--- src/core/sim_pkg.sv ---
// constants and carriers for the safety input monitor
// assumes a single 200 MHz clock and synchronous active-low reset
// ----------------------------------------------------------------
// ----------------------------------------------------------------
package sim_pkg;
	localparam int unsigned CLK_HZ = 200000000;
	localparam int unsigned DISC_TIME_S = 2;
	localparam longint unsigned DISC_CYC_L = longint'(DISC_TIME_S) * longint'(CLK_HZ);
	localparam int unsigned DISC_CYCLES = int'(DISC_CYC_L);
	localparam int unsigned CNT_W = 29;

	typedef logic [CNT_W-1:0] sim_cnt_t;

	typedef enum logic [0:0]
	{
		SIM_RUN = 1'b0,
		SIM_STOP = 1'b1
	} sim_stop_e;

	// raw contact levels sampled from the connector
	typedef struct packed
	{
		logic estop_a;
		logic estop_b;
		logic guard_a;
		logic guard_b;
		logic release_in;
	} sim_pins_s;

	typedef struct packed
	{
		logic pause_req;
		logic prohibit;
		logic guard_latch;
		logic teach_latch;
		logic safety_status;
		logic estop_status;
		logic estop_led;
		logic crit_error;
	} sim_status_s;
endpackage

--- src/core/sim_disc_timer.sv ---
// discrepancy timer for one redundant pair
// inputs already synchronised to clk
`timescale 1ns/1ps
`default_nettype none
module sim_disc_timer
#(
	parameter sim_pkg::sim_cnt_t LIMIT = sim_pkg::sim_cnt_t'(sim_pkg::DISC_CYCLES)
)
(
	input wire logic clk,
	input wire logic reset_n,
	input wire logic chan_a,
	input wire logic chan_b,
	output logic expired
);
	typedef struct packed
	{
		sim_pkg::sim_cnt_t cnt;
		logic hit;
	} sim_dt_s;

	sim_dt_s st_r;
	sim_dt_s st_nxt;

	always_comb
	begin
		st_nxt = st_r;
		st_nxt.hit = 1'b0;
		if (chan_a == chan_b)
			st_nxt.cnt = '0;
		else if (st_r.cnt != LIMIT)
			st_nxt.cnt = st_r.cnt + sim_pkg::sim_cnt_t'(1);
		// disagreement seen for LIMIT consecutive cycles
		if (chan_a != chan_b && st_r.cnt >= LIMIT - sim_pkg::sim_cnt_t'(1))
			st_nxt.hit = 1'b1;
	end

	always_ff @(posedge clk)
	begin
		if (!reset_n)
			st_r <= '0;
		else
			st_r <= st_nxt;
	end

	assign expired = st_r.hit;
endmodule
`default_nettype wire

--- src/core/sim_monitor.sv ---
// safety input monitor: guard, emergency stop, latch release
// contacts closed = 1 (healthy); all contact inputs are asynchronous
`timescale 1ns/1ps
`default_nettype none
module sim_monitor
#(
	parameter sim_pkg::sim_cnt_t DISC_LIMIT = sim_pkg::sim_cnt_t'(sim_pkg::DISC_CYCLES)
)
(
	input wire logic clk,
	input wire logic reset_n,
	input wire logic estop_contact_a,
	input wire logic estop_contact_b,
	input wire logic guard_in_a,
	input wire logic guard_in_b,
	input wire logic latch_release,
	input wire logic teach_mode,
	input wire logic reset_cmd,
	output logic pause_req,
	output logic prohibit,
	output logic guard_latch,
	output logic teach_latch,
	output logic safety_status,
	output logic estop_status,
	output logic estop_led,
	output logic crit_error
);
	// ----------------------------------------------------------------
	// state and synchronisers
	// ----------------------------------------------------------------
	// synchroniser stages live in the state word; they reset to open, so the
	// first edges after reset err toward the safe side
	typedef struct packed
	{
		sim_pkg::sim_pins_s pins_m;
		sim_pkg::sim_pins_s pins_s;
		logic teach_m;
		logic teach_s;
		sim_pkg::sim_stop_e stop;
		logic crit;
		sim_pkg::sim_status_s out;
	} sim_mon_s;

	sim_mon_s st_r;
	sim_mon_s st_nxt;
	sim_pkg::sim_pins_s pins_raw;
	sim_pkg::sim_pins_s pins_s;
	logic teach_s;

	assign pins_raw = '{estop_a: estop_contact_a, estop_b: estop_contact_b,
		guard_a: guard_in_a, guard_b: guard_in_b, release_in: latch_release};

	// logic reads only the second stage
	assign pins_s = st_r.pins_s;
	assign teach_s = st_r.teach_s;

	// ----------------------------------------------------------------
	// discrepancy timers
	// ----------------------------------------------------------------
	logic guard_exp;
	logic estop_exp;
	logic [1:0] disc_a;
	logic [1:0] disc_b;
	logic [1:0] disc_exp;

	// pair 0 is the guard, pair 1 the stop contacts
	assign disc_a = {pins_s.estop_a, pins_s.guard_a};
	assign disc_b = {pins_s.estop_b, pins_s.guard_b};

	for (genvar gi = 0; gi < 2; gi++)
	begin : g_disc
		sim_disc_timer #(.LIMIT(DISC_LIMIT)) u_disc
		(
			.clk(clk),
			.reset_n(reset_n),
			.chan_a(disc_a[gi]),
			.chan_b(disc_b[gi]),
			.expired(disc_exp[gi])
		);
	end

	assign guard_exp = disc_exp[0];
	assign estop_exp = disc_exp[1];

	// ----------------------------------------------------------------
	// next-state logic
	// ----------------------------------------------------------------
	logic guard_open;
	logic estop_pressed;
	logic g_latch;
	logic t_latch;
	logic crit_n;

	// either channel open counts as open: fail toward the safe side
	assign guard_open = !(pins_s.guard_a && pins_s.guard_b);
	assign estop_pressed = !(pins_s.estop_a && pins_s.estop_b);

	always_comb
	begin
		st_nxt = st_r;
		st_nxt.pins_m = pins_raw;
		st_nxt.pins_s = st_r.pins_m;
		st_nxt.teach_m = teach_mode;
		st_nxt.teach_s = st_r.teach_m;
		g_latch = st_r.out.guard_latch;
		t_latch = st_r.out.teach_latch;
		crit_n = st_r.crit;
		// set wins over clear so an opening in the release cycle is kept
		if (pins_s.release_in)
		begin
			if (!guard_open)
				g_latch = 1'b0;
			if (!teach_s)
				t_latch = 1'b0;
		end
		if (guard_open)
			g_latch = 1'b1;
		if (teach_s)
			t_latch = 1'b1;
		// error stays until a reset command; a fresh expiry wins
		if (reset_cmd)
			crit_n = 1'b0;
		if (guard_exp || estop_exp)
			crit_n = 1'b1;
		unique case (st_r.stop)
			sim_pkg::SIM_RUN:
				if (estop_pressed || crit_n)
					st_nxt.stop = sim_pkg::SIM_STOP;
			sim_pkg::SIM_STOP:
				if (reset_cmd && !estop_pressed && !(guard_exp || estop_exp))
					st_nxt.stop = sim_pkg::SIM_RUN;
		endcase
		if (estop_pressed || crit_n)
			st_nxt.stop = sim_pkg::SIM_STOP;
		st_nxt.crit = crit_n;
		st_nxt.out.guard_latch = g_latch;
		st_nxt.out.teach_latch = t_latch;
		// teach latch alone cleared still leaves the open guard prohibiting
		st_nxt.out.prohibit = guard_open || g_latch;
		st_nxt.out.pause_req = guard_open;
		st_nxt.out.safety_status = g_latch;
		st_nxt.out.estop_status = (st_nxt.stop == sim_pkg::SIM_STOP);
		st_nxt.out.estop_led = (st_nxt.stop == sim_pkg::SIM_STOP);
		st_nxt.out.crit_error = crit_n;
	end

	always_ff @(posedge clk)
	begin
		if (!reset_n)
			st_r <= '{pins_m: '0, pins_s: '0, teach_m: 1'b0, teach_s: 1'b0,
				stop: sim_pkg::SIM_STOP, crit: 1'b0,
				out: '{estop_status: 1'b1, estop_led: 1'b1, default: 1'b0}};
		else
			st_r <= st_nxt;
	end

	assign pause_req = st_r.out.pause_req;
	assign prohibit = st_r.out.prohibit;
	assign guard_latch = st_r.out.guard_latch;
	assign teach_latch = st_r.out.teach_latch;
	assign safety_status = st_r.out.safety_status;
	assign estop_status = st_r.out.estop_status;
	assign estop_led = st_r.out.estop_led;
	assign crit_error = st_r.out.crit_error;
endmodule
`default_nettype wire

--- config.mk ---
export PLATFORM = sky130hd
export DESIGN_NAME = sim_monitor
export DESIGN_NICKNAME = d
export VERILOG_FILES = /design/src/core/sim_pkg.sv /design/src/core/sim_disc_timer.sv /design/src/core/sim_monitor.sv
export SDC_FILE = /design/constraint.sdc
export NUM_CORES = 1
export LEC_CHECK = 0
export ABC_AREA = 1
export BUFFER_PORTS_ARGS = -buffer_cell sky130_fd_sc_hd__buf_2
export CAP_MARGIN = 10
export CORE_MARGIN = 10
export CORE_UTILIZATION = 60
export DETAILED_ROUTE_END_ITERATION = 10
export PLACE_DENSITY = 0.86
export RECOVER_POWER = 25
export SETUP_SLACK_MARGIN = 0.15
export SLEW_MARGIN = 10
export SYNTH_ARGS = -nofsm -noshare
export SYNTH_HDL_FRONTEND = slang
export SYNTH_SLANG_ARGS = --single-unit
--- constraint.sdc ---
create_clock -name clk -period 4.5 [get_ports clk]
set_clock_uncertainty 0.1 [all_clocks]
set_input_delay 0 -clock clk [delete_from_list [all_inputs] [get_ports clk]]
set_output_delay 0 -clock clk [all_outputs]
set_load 0.05 [all_outputs]
Word-level counts from Yosys, hierarchy flattened --
Index checks and enable logic that the tools add are counted.
Storage, ports and cells: bits in registers 78, output and inout port bits 8
Operators by class: add/subtract/negate cells 2, $lt $le $gt $ge 2, equality and inequality tests 6, muxes and demuxes 10, bitwise operators 2, reductions and logical operators 16
Operators by type and width (number):
- 29-bit by 1-bit adder with 29-bit output, second input constant | 2
- 29-bit >= comparator, second input constant | 2
- 29-bit != test, second input constant | 2
- 1-bit two-way mux | 9
- 1-bit logical AND | 6
- 2-bit OR reduction | 3
- 1-bit zero test | 3
- 1-bit logical OR | 3
- 1-bit equality test | 2
- 1-bit != test | 2
- 1-bit NOT | 2
- 1-bit case mux with 2 select lines | 1
- 2-bit nonzero test | 1

Depth between registers and ports, before layout --
Gate-level depths: netlist of the first run.
depth after elaboration 5, depth in mapped cells 10, gate-level depth less buffers 10

By module --
A second synthesis of the first run with hierarchy kept.
Unflattened totals: cell total of the unflattened synthesis 674, area total of the unflattened synthesis 4274.1 sq um
Modules (own cells, without submodules):
- sim_disc_timer (g_disc[0].u_disc) | instances 1, cells each 306, area each 1884.3 sq um, seq. area each 600.6 sq um
- sim_disc_timer (g_disc[1].u_disc) | instances 1, cells each 304, area each 1849.3 sq um, seq. area each 600.6 sq um
- sim_monitor | instances 1, cells each 64, area each 540.5 sq um, seq. area each 340.3 sq um

Worst setup path before layout of the first run --
OpenSTA, ideal clock, no wires.
path kind register to register, start point register g_disc[1].u_disc.st_r[1] in the netlist's numbering, end point register g_disc[1].u_disc.st_r[25] in the netlist's numbering, arrival 1.275 ns, required time 4.290 ns, setup slack 3.015 ns, stages on the path, launching flop included 11, path buffers 0, path through dfxtp_1 -> ha_1 -> inv_1 -> nor2_4 -> nand2_4 -> nor2_8 -> nand2_2 -> nor2_1 -> nand2_1 -> nand2_1 -> nor2_1
On the way: cells in the longest elaborated chain, start to end 1, elaborated cells between the ends (all ways) 2
RTL lines:
- from (decl) | line sim_disc_timer.sv:22 | sim_dt_s st_r;
- from (signal assigned) | line sim_disc_timer.sv:43 | st_r <= st_nxt;
- 29-bit by 1-bit adder with 29-bit output / 29-bit != test (equally long branches) | line sim_disc_timer.sv:32, sim_disc_timer.sv:31
Parallel ways exist; a longest one is shown, timed or not. A chain may end at the register's enable or synchronous reset.

Final worst setup path of the first run --
start point input reset_n, end point register g_disc[1].u_disc.st_r[15] in the netlist's numbering
On the way: cells in the longest elaborated chain, start to end 2
RTL lines:
- from (decl) | line sim_monitor.sv:11 | input wire logic reset_n,
- 1-bit NOT (no line)
- 2-bit OR reduction (no line)
Every way passes these cells.

==> results of run 1 <==
## flip-flops by register name, summed over array words and instances, names as in the netlist
| signal | count |
|---|---|
| crit_error | 1 |
| disc_a | 2 |
| disc_b | 2 |
| estop_led | 1 |
| g_disc.u_disc.expired | 2 |
| g_disc.u_disc.st_r | 58 |
| pause_req | 1 |
| pins_s | 1 |
| prohibit | 1 |
| st_nxt | 6 |
| teach_latch | 1 |
| teach_s | 1 |
## per-layer routing
layer	wire, um	part of all wire (%)
met2	4780	46
met5	0	0
met1	4490	43
met4	176	1.7
met3	1010	9.7
## worst paths after layout
kind                                             from                                     end  slack [ps]
worst min register to register  st_nxt[13]$_SDFF_PN0_                    disc_b[0]$_SDFF_PN0_         340
worst max-delay path                          reset_n  g_disc[1].u_disc.st_r[15]$_SDFFE_PP0P_        2210
worst max register to register   disc_b[1]$_SDFF_PN0_  g_disc[1].u_disc.st_r[15]$_SDFFE_PP0P_        2530
worst min-delay path            st_nxt[13]$_SDFF_PN0_                    disc_b[0]$_SDFF_PN0_         340
## cells by family (layout without fill, tap and decap cells)
logic type / after synthesis / in the layout
adder cells (fa/ha/maj): 6 / 6
XOR/XNOR: 8 / 8
flip-flops: 77 / 77
buffers and inverters: 93 / 128
AND/OR/NAND/NOR: 417 / 417
AO/OA/AOI/OAI: 71 / 71
## layout make-up
type,instances,area (sq um),area share [%]
Timing Repair Buffer,31,219,4.59
Clock inverter,4,72.6,1.52
Clock buffer,11,141,2.97
Tap cell,96,120,2.52
Multi-Input combinational cell,502,2360,49.6
Sequential cell,77,1540,32.3
Inverter,82,309,6.48
## critical path: cells and delay by family
kind / cells / cell delay, ps
simple gates: 1 / 530
compound gates: 2 / 340
buf+inv: 3 / 1600
## what timing repair did
| item | 4_1_cts | 5_1_grt |
|---|---|---|
| hold endpoints to repair | 16 | 0 |
| hold buffers | 15 | 0 |
| resized for setup | 0 | 0 |
## where the power goes
part | leakage [nW] | internal, mW | switching (mW)
combinational | 1.06 | 0.0195 | 0.0362
sequential | 0.624 | 0.689 | 0.00355
clock | 0.105 | 0.324 | 0.246
total | 1.79 | 1.03 | 0.286
## Yosys cell counts
| library cell | instances | area (sq um) |
|---|---|---|
| inv_2 | 3 | 11.3 |
| o21ai_0 | 20 | 100 |
| and3_1 | 1 | 6.26 |
| ha_1 | 6 | 75.1 |
| nand3_1 | 36 | 180 |
| or2_2 | 1 | 6.26 |
| nand4_1 | 13 | 81.3 |
| nor2_1 | 141 | 529 |
| nand3_4 | 1 | 17.5 |
| nor3_1 | 11 | 55.1 |
| nor3b_2 | 1 | 12.5 |
| clkbuf_2 | 1 | 5.00 |
| buf_2 | 4 | 20.0 |
| dfxtp_1 | 77 | 1540 |
| clkbuf_1 | 3 | 11.3 |
| a21oi_1 | 43 | 215 |
| nor2_2 | 6 | 37.5 |
| nand3_2 | 1 | 10.0 |
| nand2_4 | 3 | 33.8 |
| and2_1 | 3 | 18.8 |
| nand2_2 | 9 | 56.3 |
| nor2_4 | 5 | 56.3 |
| o21a_1 | 3 | 22.5 |
| o21ai_2 | 1 | 8.76 |
| o31ai_1 | 1 | 7.51 |
| o21ai_1 | 2 | 10.0 |
| nand2_1 | 179 | 672 |
| xnor2_1 | 4 | 35.0 |
| inv_1 | 78 | 293 |
| clkinv_2 | 1 | 5.00 |
| xor2_1 | 4 | 35.0 |
| buf_4 | 3 | 22.5 |
| nand3b_1 | 4 | 30.0 |
| nor2_8 | 2 | 40.0 |
| o21bai_2 | 1 | 11.3 |
## per-stage QoR
step	power (mW)	cell area, sq um
floorplan	0.741	4270
global placement	0.749	4410
detailed placement	0.752	4410
CTS	1.32	4780
global route	1.36	4770
finish	1.32	4770
==> results.cfg, run 1 <==
[setup_path]
worstPathRequired_ps = 4680
critical_path_arrival_ps = 2470
critical_path.slowest_cell = inv_1
crit_path_cell_trace = dlygate4sd3_1, clkbuf_1, nand2_1, inv_1, o21ai_0, a21oi_1
worst-r2r-cell-count = 5
crit_path_start_kind = primary input
crit_path_max_fanout = 17
type_of_element_capturing_the_critical_path = register
path_class = in2reg
slowest_cell_delay_on_critical_path_ps = 560

[synth]
synthesis.nets = 687
postSynthAreaPerCell_sq_um = 6.36
synthesized_area_fraction_occupied_by_adder_cells_pct = 1.76
yosysWarningCount = 0
synth_simple_gate_area_share_pct = 43.1
synth_top_family_by_area = simple AND/OR/NAND/NOR gates
seq_area_frac_synth_pct = 36.1
synth_compound_gate_area_share_pct = 8.78
netlist_area_sq_mm = 0.00427
instance_count_of_the_mapped_netlist = 672
ys_seq_elements = 77
synth_cell_type_count = 35
mux_contribution_to_synthesized_area_pct = 0
post_synth_xor_area_fraction_pct = 1.64

[drt]
via_count = 4349
postRouteAntennaNets = 0
routedWlPerCell_um = 13.0
vias_per_cell = 5.42
number_of_drc_violations_after_detailed_routing = 0
drt_first_pass_iters = 5
drt_wl_total_um = 10500
dr.first_iter.drc_count = 542

[cells_and_area]
finalNetCount = 718
post_layout_nonfiller_instances = 803
final_common_cell = nand2_1
final_core_utilization_pct = 69.4
n_fill_cell = 554
antenna-diode-count = 0
synthToLayoutAreaGrowth_pct = 11.6
layout-drive-gt1-share_pct = 7.92
final_cell_mix = 179 x nand2_1, 141 x nor2_1, 78 x inv_1

[die]
dieArea_sq_mm = 0.0109
die_w_um = 104
num_io_pins = 17
placementRows = 30
floorplan.initialDensity_pct = 62.2
placeableCoreArea_sq_mm = 0.00687
chipHeight_um = 104

[clock_network]
cts-buffers-inserted = 9
clk_root_buffer_cell = clkbuf_8
h-tree-depth = 3
clock-sinks = 77
worstSkewPairLatency_ps = 360
cts_tree = yes
cts.reportedPaths.clkPinSlew_ps = 80
cts_setup_buffers = 0
cts.path.max_buffers = 2

[sta]
setup_violating_endpoint_count_in_the_final_report = 0
finalMaxSlewViolations = 0
layout_min_cycle_time_ps = 2290
setup_tns_ps = 0
fin_worst_hold_slack_ps = 336
maximum_frequency_from_static_timing_analysis_mhz = 436
fin_crit_sh_pct = 51.0
layout_setup_ws_ps = 2210
hold_viol = 0
max_slew.worst_pin.slew_ps = 628
slew-limit-headroom_pct = 58.1
grt_setup_unrepaired = no

[global_routing]
met3_track_usage_gr_pct = 5.20
grt_use_total_pct = 19.1
grt_start_max_net_pins = 18
antenna_found_initial = 0
grt_first_pass_wirelength_um = 17900
grt_util_met2_pct = 31.1
peak_usage_layer_in_the_global_routing_report = met2
global_routing_met1_resource_utilization_pct = 24.3
globalRoute.totalOverflow = 0
first_global_vias = 4006

[place]
dpl_worst_slack_ps = 2600
gpl.final_weighted_congestion = 0.964
placed_cells = 773
hpwl_um = 7410
io_buffer_count = 16

[outcome]
run_status = finished clean

[job]
timing.max_cap.violations = 0

[power_and_ir_drop]
power.ir.vdd_worst_v = 0.000143
power.leakage_nw = 1.79
p_per_area_mw_per_mm2 = 276

[hold_path]
hold_path_class = reg2reg
cell_depth_of_the_worst_min_delay_path = 2
(Power assumes the default switching activity.)
==> run 2, diff against run 1 <==
--- a/config.mk
+++ b/config.mk
@@ -5,13 +5,13 @@
 export SDC_FILE = /design/constraint.sdc
 export NUM_CORES = 1
 export LEC_CHECK = 0
-export ABC_AREA = 1
+export ABC_AREA = 0
 export BUFFER_PORTS_ARGS = -buffer_cell sky130_fd_sc_hd__buf_2
 export CAP_MARGIN = 10
 export CORE_MARGIN = 10
-export CORE_UTILIZATION = 60
+export CORE_UTILIZATION = 55
 export DETAILED_ROUTE_END_ITERATION = 10
-export PLACE_DENSITY = 0.86
+export PLACE_DENSITY = 0.83
 export RECOVER_POWER = 25
 export SETUP_SLACK_MARGIN = 0.15
 export SLEW_MARGIN = 10
==> constraint.sdc (replaced) <==
create_clock -name clk -period 1.9 [get_ports clk]
set_clock_uncertainty 0.1 [all_clocks]
set_input_delay 0 -clock clk [delete_from_list [all_inputs] [get_ports clk]]
set_output_delay 0 -clock clk [all_outputs]
set_load 0.05 [all_outputs]
==> run 2 against run 1 <==
  * The run now ends with negative setup slack left
  * Highest routed layer unchanged
  * Cell count down 27%
  * Sequential power up 140%
  * Register-to-register slack worse by 2700 ps
  * First-iteration DRC count up 21%
  * Clock power up 120%
  * Die area down 6.7%
  * Design area up 4.6%
  * Critical endpoint is now g_disc[1].u_disc.st_r[28]$_SDFFE_PP0P_
  * Via count down 8.5%
==> results.cfg, run 2 <==
[die]
num_io_pins = 17
die_w_um = 101
floorplan.initialDensity_pct = 56.6
placeableCoreArea_sq_mm = 0.00635
dieArea_sq_mm = 0.0102
placementRows = 29
chipHeight_um = 101

[sta]
setup_violating_endpoint_count_in_the_final_report = 13
slew-limit-headroom_pct = 64.0
finalMaxSlewViolations = 0
hold_viol = 0
maximum_frequency_from_static_timing_analysis_mhz = 482
fin_worst_hold_slack_ps = 343
layout_setup_ws_ps = -176
fin_crit_sh_pct = 109
layout_min_cycle_time_ps = 2080
grt_setup_unrepaired = yes
setup_tns_ps = -703
max_slew.worst_pin.slew_ps = 532

[place]
io_buffer_count = 16
postPlaceCellArea_sq_mm = 0.00407
gpl.final_weighted_congestion = 0.897
dpl_worst_slack_ps = -17.8
hpwl_um = 5700

[cells_and_area]
n_fill_cell = 341
seq_area_sq_mm = 0.00162
final_common_cell = buf_4
multiInputGateArea_sq_mm = 0.00228
final_cell_mix = 60 x buf_4, 39 x dfxtp_1, 32 x nor2_1
largest_register_ff_count = 58
synthToLayoutAreaGrowth_pct = 38.9
post-route-cell-area_sq_mm = 0.00499
finalNetCount = 520
top_register = g_disc.u_disc.st_r
layout-drive-gt1-share_pct = 39.8
antenna-diode-count = 0

[global_routing]
grt_start_max_net_pins = 28
grt_first_pass_wirelength_um = 16200
grt_use_total_pct = 19.3
first_global_vias = 3476
globalRoute.totalOverflow = 0
antenna_found_initial = 0

[synth]
synth-edff-count = 0
netlist.area_leader.share_pct = 42.9
yosysWarningCount = 0
ys_seq_elements = 77
synth_most_common_cell = dfxtp_1
dominantRegCellSynth = dfxtp_1
instance_count_of_the_mapped_netlist = 411
synth_simple_gate_area_share_pct = 32.4
synth_top_family_by_area = simple AND/OR/NAND/NOR gates
post_synth_xor_area_fraction_pct = 5.61
netlist_area_sq_mm = 0.00359
seq_area_frac_synth_pct = 42.9
synth.top_cells.by_area = dfxtp_1 43%, a21oi_1 4.5%, or4_1 4.2%, o31ai_1 3.6%, nand3_1 3.5%
postSynth.asyncResetShare_pct = 0
synth_largest_area_cell = dfxtp_1
mux_contribution_to_synthesized_area_pct = 1.18
synth_cell_type_count = 50
synth_top_cells_by_count = 77 x dfxtp_1, 32 x a21oi_1, 32 x nor2_1, 25 x nand3_1, 24 x nand2_1
synth_compound_gate_area_share_pct = 12.1
synthesized_area_fraction_occupied_by_adder_cells_pct = 2.09
synthesis.nets = 426
postSynthAreaPerCell_sq_um = 8.74

[drt]
routedWlPerCell_um = 22.1
vias_per_cell = 6.78
number_of_drc_violations_after_detailed_routing = 0
via_count = 3981
postRouteAntennaNets = 0
drt_wl_total_um = 13000
dr.first_iter.drc_count = 655
drt_first_pass_iters = 5

[clock_network]
cts.reportedPaths.clkPinSlew_ps = 100
worstSkewPairLatency_ps = 370
cts-buffers-inserted = 9
clock-sinks = 77
cts_tree = yes
h-tree-depth = 3
clk_root_buffer_cell = clkbuf_8
cts.path.max_buffers = 2

[power_and_ir_drop]
power.leakage_nw = 1.71
p_per_area_mw_per_mm2 = 603
power.ir.vdd_worst_v = 0.000606
total_power_mw = 3.01

[setup_path]
critical_path_arrival_ps = 2230
crit_path_max_fanout = 7
crit_path_start_kind = register
path_class = reg2reg
reg2reg_setup_slack_ps = -180
type_of_element_capturing_the_critical_path = register
worstPathRequired_ps = 2050

[outcome]
run_status = finished, violations left
failing_checks = negative setup slack

[job]
timing.max_cap.violations = 0

[hold_path]
hold_path_class = reg2reg
[run 2: per-stage QoR]
step	utilization, %	std cells
after floorplan	-	411
after global placement	64.0	524
after detailed placement	64.0	524
after CTS	73.6	574
after global routing	78.6	587
final	78.6	587
[run 2: path summary, 6_finish.rpt]
path | start | endpoint | depth (start not counted)
setup / recovery | g_disc[1].u_disc.st_r[12]$_SDFFE_PP0P_ | g_disc[1].u_disc.st_r[28]$_SDFFE_PP0P_ | 5
hold / removal | st_nxt[10]$_SDFF_PN0_ | teach_s$_SDFF_PN0_ | 1
setup reg to reg | g_disc[1].u_disc.st_r[12]$_SDFFE_PP0P_ | g_disc[1].u_disc.st_r[28]$_SDFFE_PP0P_ | 5
hold reg to reg | st_nxt[10]$_SDFF_PN0_ | teach_s$_SDFF_PN0_ | 1
[run 2: kinds of logic (layout without fill, tap and decap cells)]
family	count (synthesis)	in the layout
compound gates	71	71
xor+xnor	23	23
fa+ha+maj	6	6
buf+inv	30	126
flops	77	77
mux	4	4
simple gates	200	203
[run 2: repair_timing]
action	4_1_cts	5_1_grt
hold endpoints to repair	17	0
pin swaps	20	26
gates cloned	1	2
hold buffers	15	0
gates resized for setup	43	53
setup endpoints to repair	29	33
buffers inserted	18	11
[run 2: layer usage]
metal | track usage [%] | vias up | share of wire (%)
met5 | 0 | - | 0
met4 | 8.91 | 0 | 6.9
met3 | 4.87 | 103 | 8.2
met2 | 32.9 | 299 | 50
met1 | 22.0 | 1866 | 35
li1 | - | 1713 | -
[run 2: where the power goes]
part	switching [mW]	internal (mW)
registers	0.00990	1.62
logic	0.0837	0.0552
clock network	0.740	0.504
[run 2: worst max-delay path: stages, from the launching register on]
cell,delay (ps)
dfxtp_2,350
nand4_1,210
or4_4,630
buf_6,170
o31ai_1,370
a21oi_2,120
[run 2: final cells by class]
| cell class | instances | share of cell area [%] |
|---|---|---|
| Clock buffer | 9 | 2.48 |
| Multi-Input combinational cell | 307 | 45.6 |
| Inverter | 11 | 0.828 |
| Sequential cell | 77 | 32.4 |
| Clock inverter | 7 | 1.28 |
| Tap cell | 77 | 1.93 |
| Timing Repair Buffer | 99 | 15.5 |
==> run 3, diff against run 2 <==
--- a/config.mk
+++ b/config.mk
@@ -8,12 +8,13 @@
 export ABC_AREA = 0
 export BUFFER_PORTS_ARGS = -buffer_cell sky130_fd_sc_hd__buf_2
 export CAP_MARGIN = 10
+export CORE_ASPECT_RATIO = 2
 export CORE_MARGIN = 10
 export CORE_UTILIZATION = 55
 export DETAILED_ROUTE_END_ITERATION = 10
 export PLACE_DENSITY = 0.83
 export RECOVER_POWER = 25
-export SETUP_SLACK_MARGIN = 0.15
+export SETUP_SLACK_MARGIN = 0.3
 export SLEW_MARGIN = 10
 export SYNTH_ARGS = -nofsm -noshare
 export SYNTH_HDL_FRONTEND = slang
==> run 3 against run 2 <==
  * The flow finishes with violations (design-rule violations, negative setup slack)
  * Count of clock-buffer cells in the layout grew 1
  * Design area grew 8.5%
  * Setup slack gained 48 ps
  * Via count grew 5.2%
  * Cell count grew 2.2%
  * Die area grew 1.9%
  * Critical path type unchanged
  * Largest power group is now clock
==> results.cfg, run 3 (synthesized netlist as in run 2, its figures left out) <==
[sta]
layout_min_cycle_time_ps = 2030
setup_violating_endpoint_count_in_the_final_report = 13
fin_worst_hold_slack_ps = 362
hold_viol = 0
grt_setup_unrepaired = yes
maximum_frequency_from_static_timing_analysis_mhz = 493
max_slew.worst_pin.slew_ps = 823
finalMaxSlewViolations = 0
layout_setup_ws_ps = -127
fin_crit_sh_pct = 107
slew-limit-headroom_pct = 45.1

[clock_network]
worstSkewPairLatency_ps = 350
clock-sinks = 77
cts.path.max_buffers = 2
cts_tree = yes
clk_root_buffer_cell = clkbuf_16
h-tree-depth = 3
cts.reportedPaths.clkPinSlew_ps = 60
cts-buffers-inserted = 9

[setup_path]
worstPathRequired_ps = 2020
cp_top_family = simple AND/OR/NAND/NOR gates
critical_path.slowest_cell = dfxtp_4
worst-r2r-cell-count = 8
startpoint_of_the_worst_setup_timing_path = g_disc[0].u_disc.st_r[2]$_SDFFE_PP0P_
crit_path_max_fanout = 3
path_class = reg2reg
worst_r2r_startpoint = g_disc[0].u_disc.st_r[2]$_SDFFE_PP0P_
timing.rr.end = g_disc[0].u_disc.st_r[1]$_SDFFE_PP0P_
critPathBufInv = 3
crit_path_cell_trace = buf_4, buf_4, inv_1, ha_1, and3b_1, nand4_1, nor3_4, nor3_2
reg2reg_setup_slack_ps = -130
cp.depth = 8
type_of_element_capturing_the_critical_path = register
critical_path_arrival_ps = 2150
slowest_cell_delay_on_critical_path_ps = 360
cp_common_cell = buf_4
crit_path_start_kind = register
critPathCapture = g_disc[0].u_disc.st_r[1]$_SDFFE_PP0P_

[power_and_ir_drop]
power_frac_seq_pct = 46.3
p_per_area_mw_per_mm2 = 650
power.ir.vdd_worst_v = 0.000597
p_sw_mw = 0.868
netSwitchingFraction_pct = 24.7
power.leakage_nw = 1.93
comb_power_share_pct = 4.5
cell_internal_pwr_mw = 2.65
power.share.clock_pct = 49.2
total_power_mw = 3.52

[place]
dpl_worst_slack_ps = -3.50
hpwl_um = 6390
placed_cells = 525
io_buffer_count = 16
gpl.final_weighted_congestion = 0.893

[die]
placeableCoreArea_sq_mm = 0.00631
dieArea_sq_mm = 0.0104
num_io_pins = 17
chipHeight_um = 134
die_w_um = 77.1
floorplan.initialDensity_pct = 56.9
placementRows = 41

[global_routing]
globalRoute.totalOverflow = 0
first_global_vias = 3946
grt_start_max_net_pins = 28
grt_use_total_pct = 23.7
antenna_found_initial = 0
grt_first_pass_wirelength_um = 19700

[cells_and_area]
largest_register_ff_count = 58
layout-drive-gt1-share_pct = 45.3
final_common_cell = buf_4
final_core_utilization_pct = 85.8
top_register = g_disc.u_disc.st_r
finalNetCount = 524
post_layout_nonfiller_instances = 600
synthToLayoutAreaGrowth_pct = 50.6
final_cell_mix = 56 x buf_4, 36 x dfxtp_1, 31 x nor2_1
antenna-diode-count = 0

[hold_path]
hold_path_class = reg2reg

[drt]
postRouteAntennaNets = 0
vias_per_cell = 6.98
dr.first_iter.drc_count = 512
drt_first_pass_iters = 9
routedWlPerCell_um = 26.3
via_count = 4187
drt_wl_total_um = 15800
number_of_drc_violations_after_detailed_routing = 2

[outcome]
failing_checks = design-rule violations, negative setup slack
run_status = finished, violations left

[job]
timing.max_cap.violations = 0
==> run 3: cell count changes in the layout (fill, tap and decap cells not counted), sizes merged <==
cell | before | now
buf | 84 | 79
clkbuf | 9 | 19
clkinv | 1 | 2
clkinvlp | 2 | 0
or2 | 2 | 3
or3 | 12 | 11
==> run 3: power by group through the flow <==
stage               registers (mW)  clock network [mW]  logic (mW)
finish                        1.63                1.73       0.159
global route                  1.63                1.79       0.164
CTS                           1.63                1.68       0.137
detailed placement            1.67                   0      0.0982
global placement              1.67                   0      0.0949
floorplan                     1.68                   0      0.0570
==> run 3: worst min path at each step <==
| stage | startpoint | end | slack (ps) | cells after the start |
|---|---|---|---|---|
| detailed placement | guard_in_b | st_nxt[13]$_SDFF_PN0_ | 110 | 2 |
| floorplan | teach_mode | st_nxt[10]$_SDFF_PN0_ | 30 | 1 |
| global route | st_nxt[15]$_SDFF_PN0_ | disc_b[1]$_SDFF_PN0_ | 380 | 1 |
| global placement | latch_release | st_nxt[12]$_SDFF_PN0_ | 100 | 2 |
| CTS | st_nxt[15]$_SDFF_PN0_ | disc_b[1]$_SDFF_PN0_ | 330 | 1 |
| finish | st_nxt[12]$_SDFF_PN0_ | pins_s[0]$_SDFF_PN0_ | 360 | 1 |
==> run 3: through the flow <==
stage	instance area [sq um]	setup TNS [ps]
after global routing	5410	-997
after global placement	4050	0
after detailed placement	4050	-3.50
final	5410	-705
after CTS	4970	0
after floorplan	3770	0
==> run 3: area by class of cell <==
type                       count  area [sq um]
sequential                    77          1630
inverter                      11          46.3
clock inverter                 6          41.3
clock buffer                  10           250
tap                           86           108
multi-input combinational    307          2510
timing repair buffer         103           828
fill                         297           898
==> run 3: metal layers <==
metal | wire length [um] | GRT usage (%)
met2 | 8460 | 44.1
met1 | 5010 | 20.9
met5 | 0 | 0
met3 | 1120 | 4.62
met4 | 1180 | 20.0
==> run 3: timing repair <==
action / CTS / global route
hold buffers: 15 / 0
buffers inserted: 33 / 8
gates cloned: 2 / 1
hold endpoints to repair: 17 / 0
resized for setup: 64 / 81
pin swaps: 33 / 28
endpoints found under the setup margin: 36 / 46
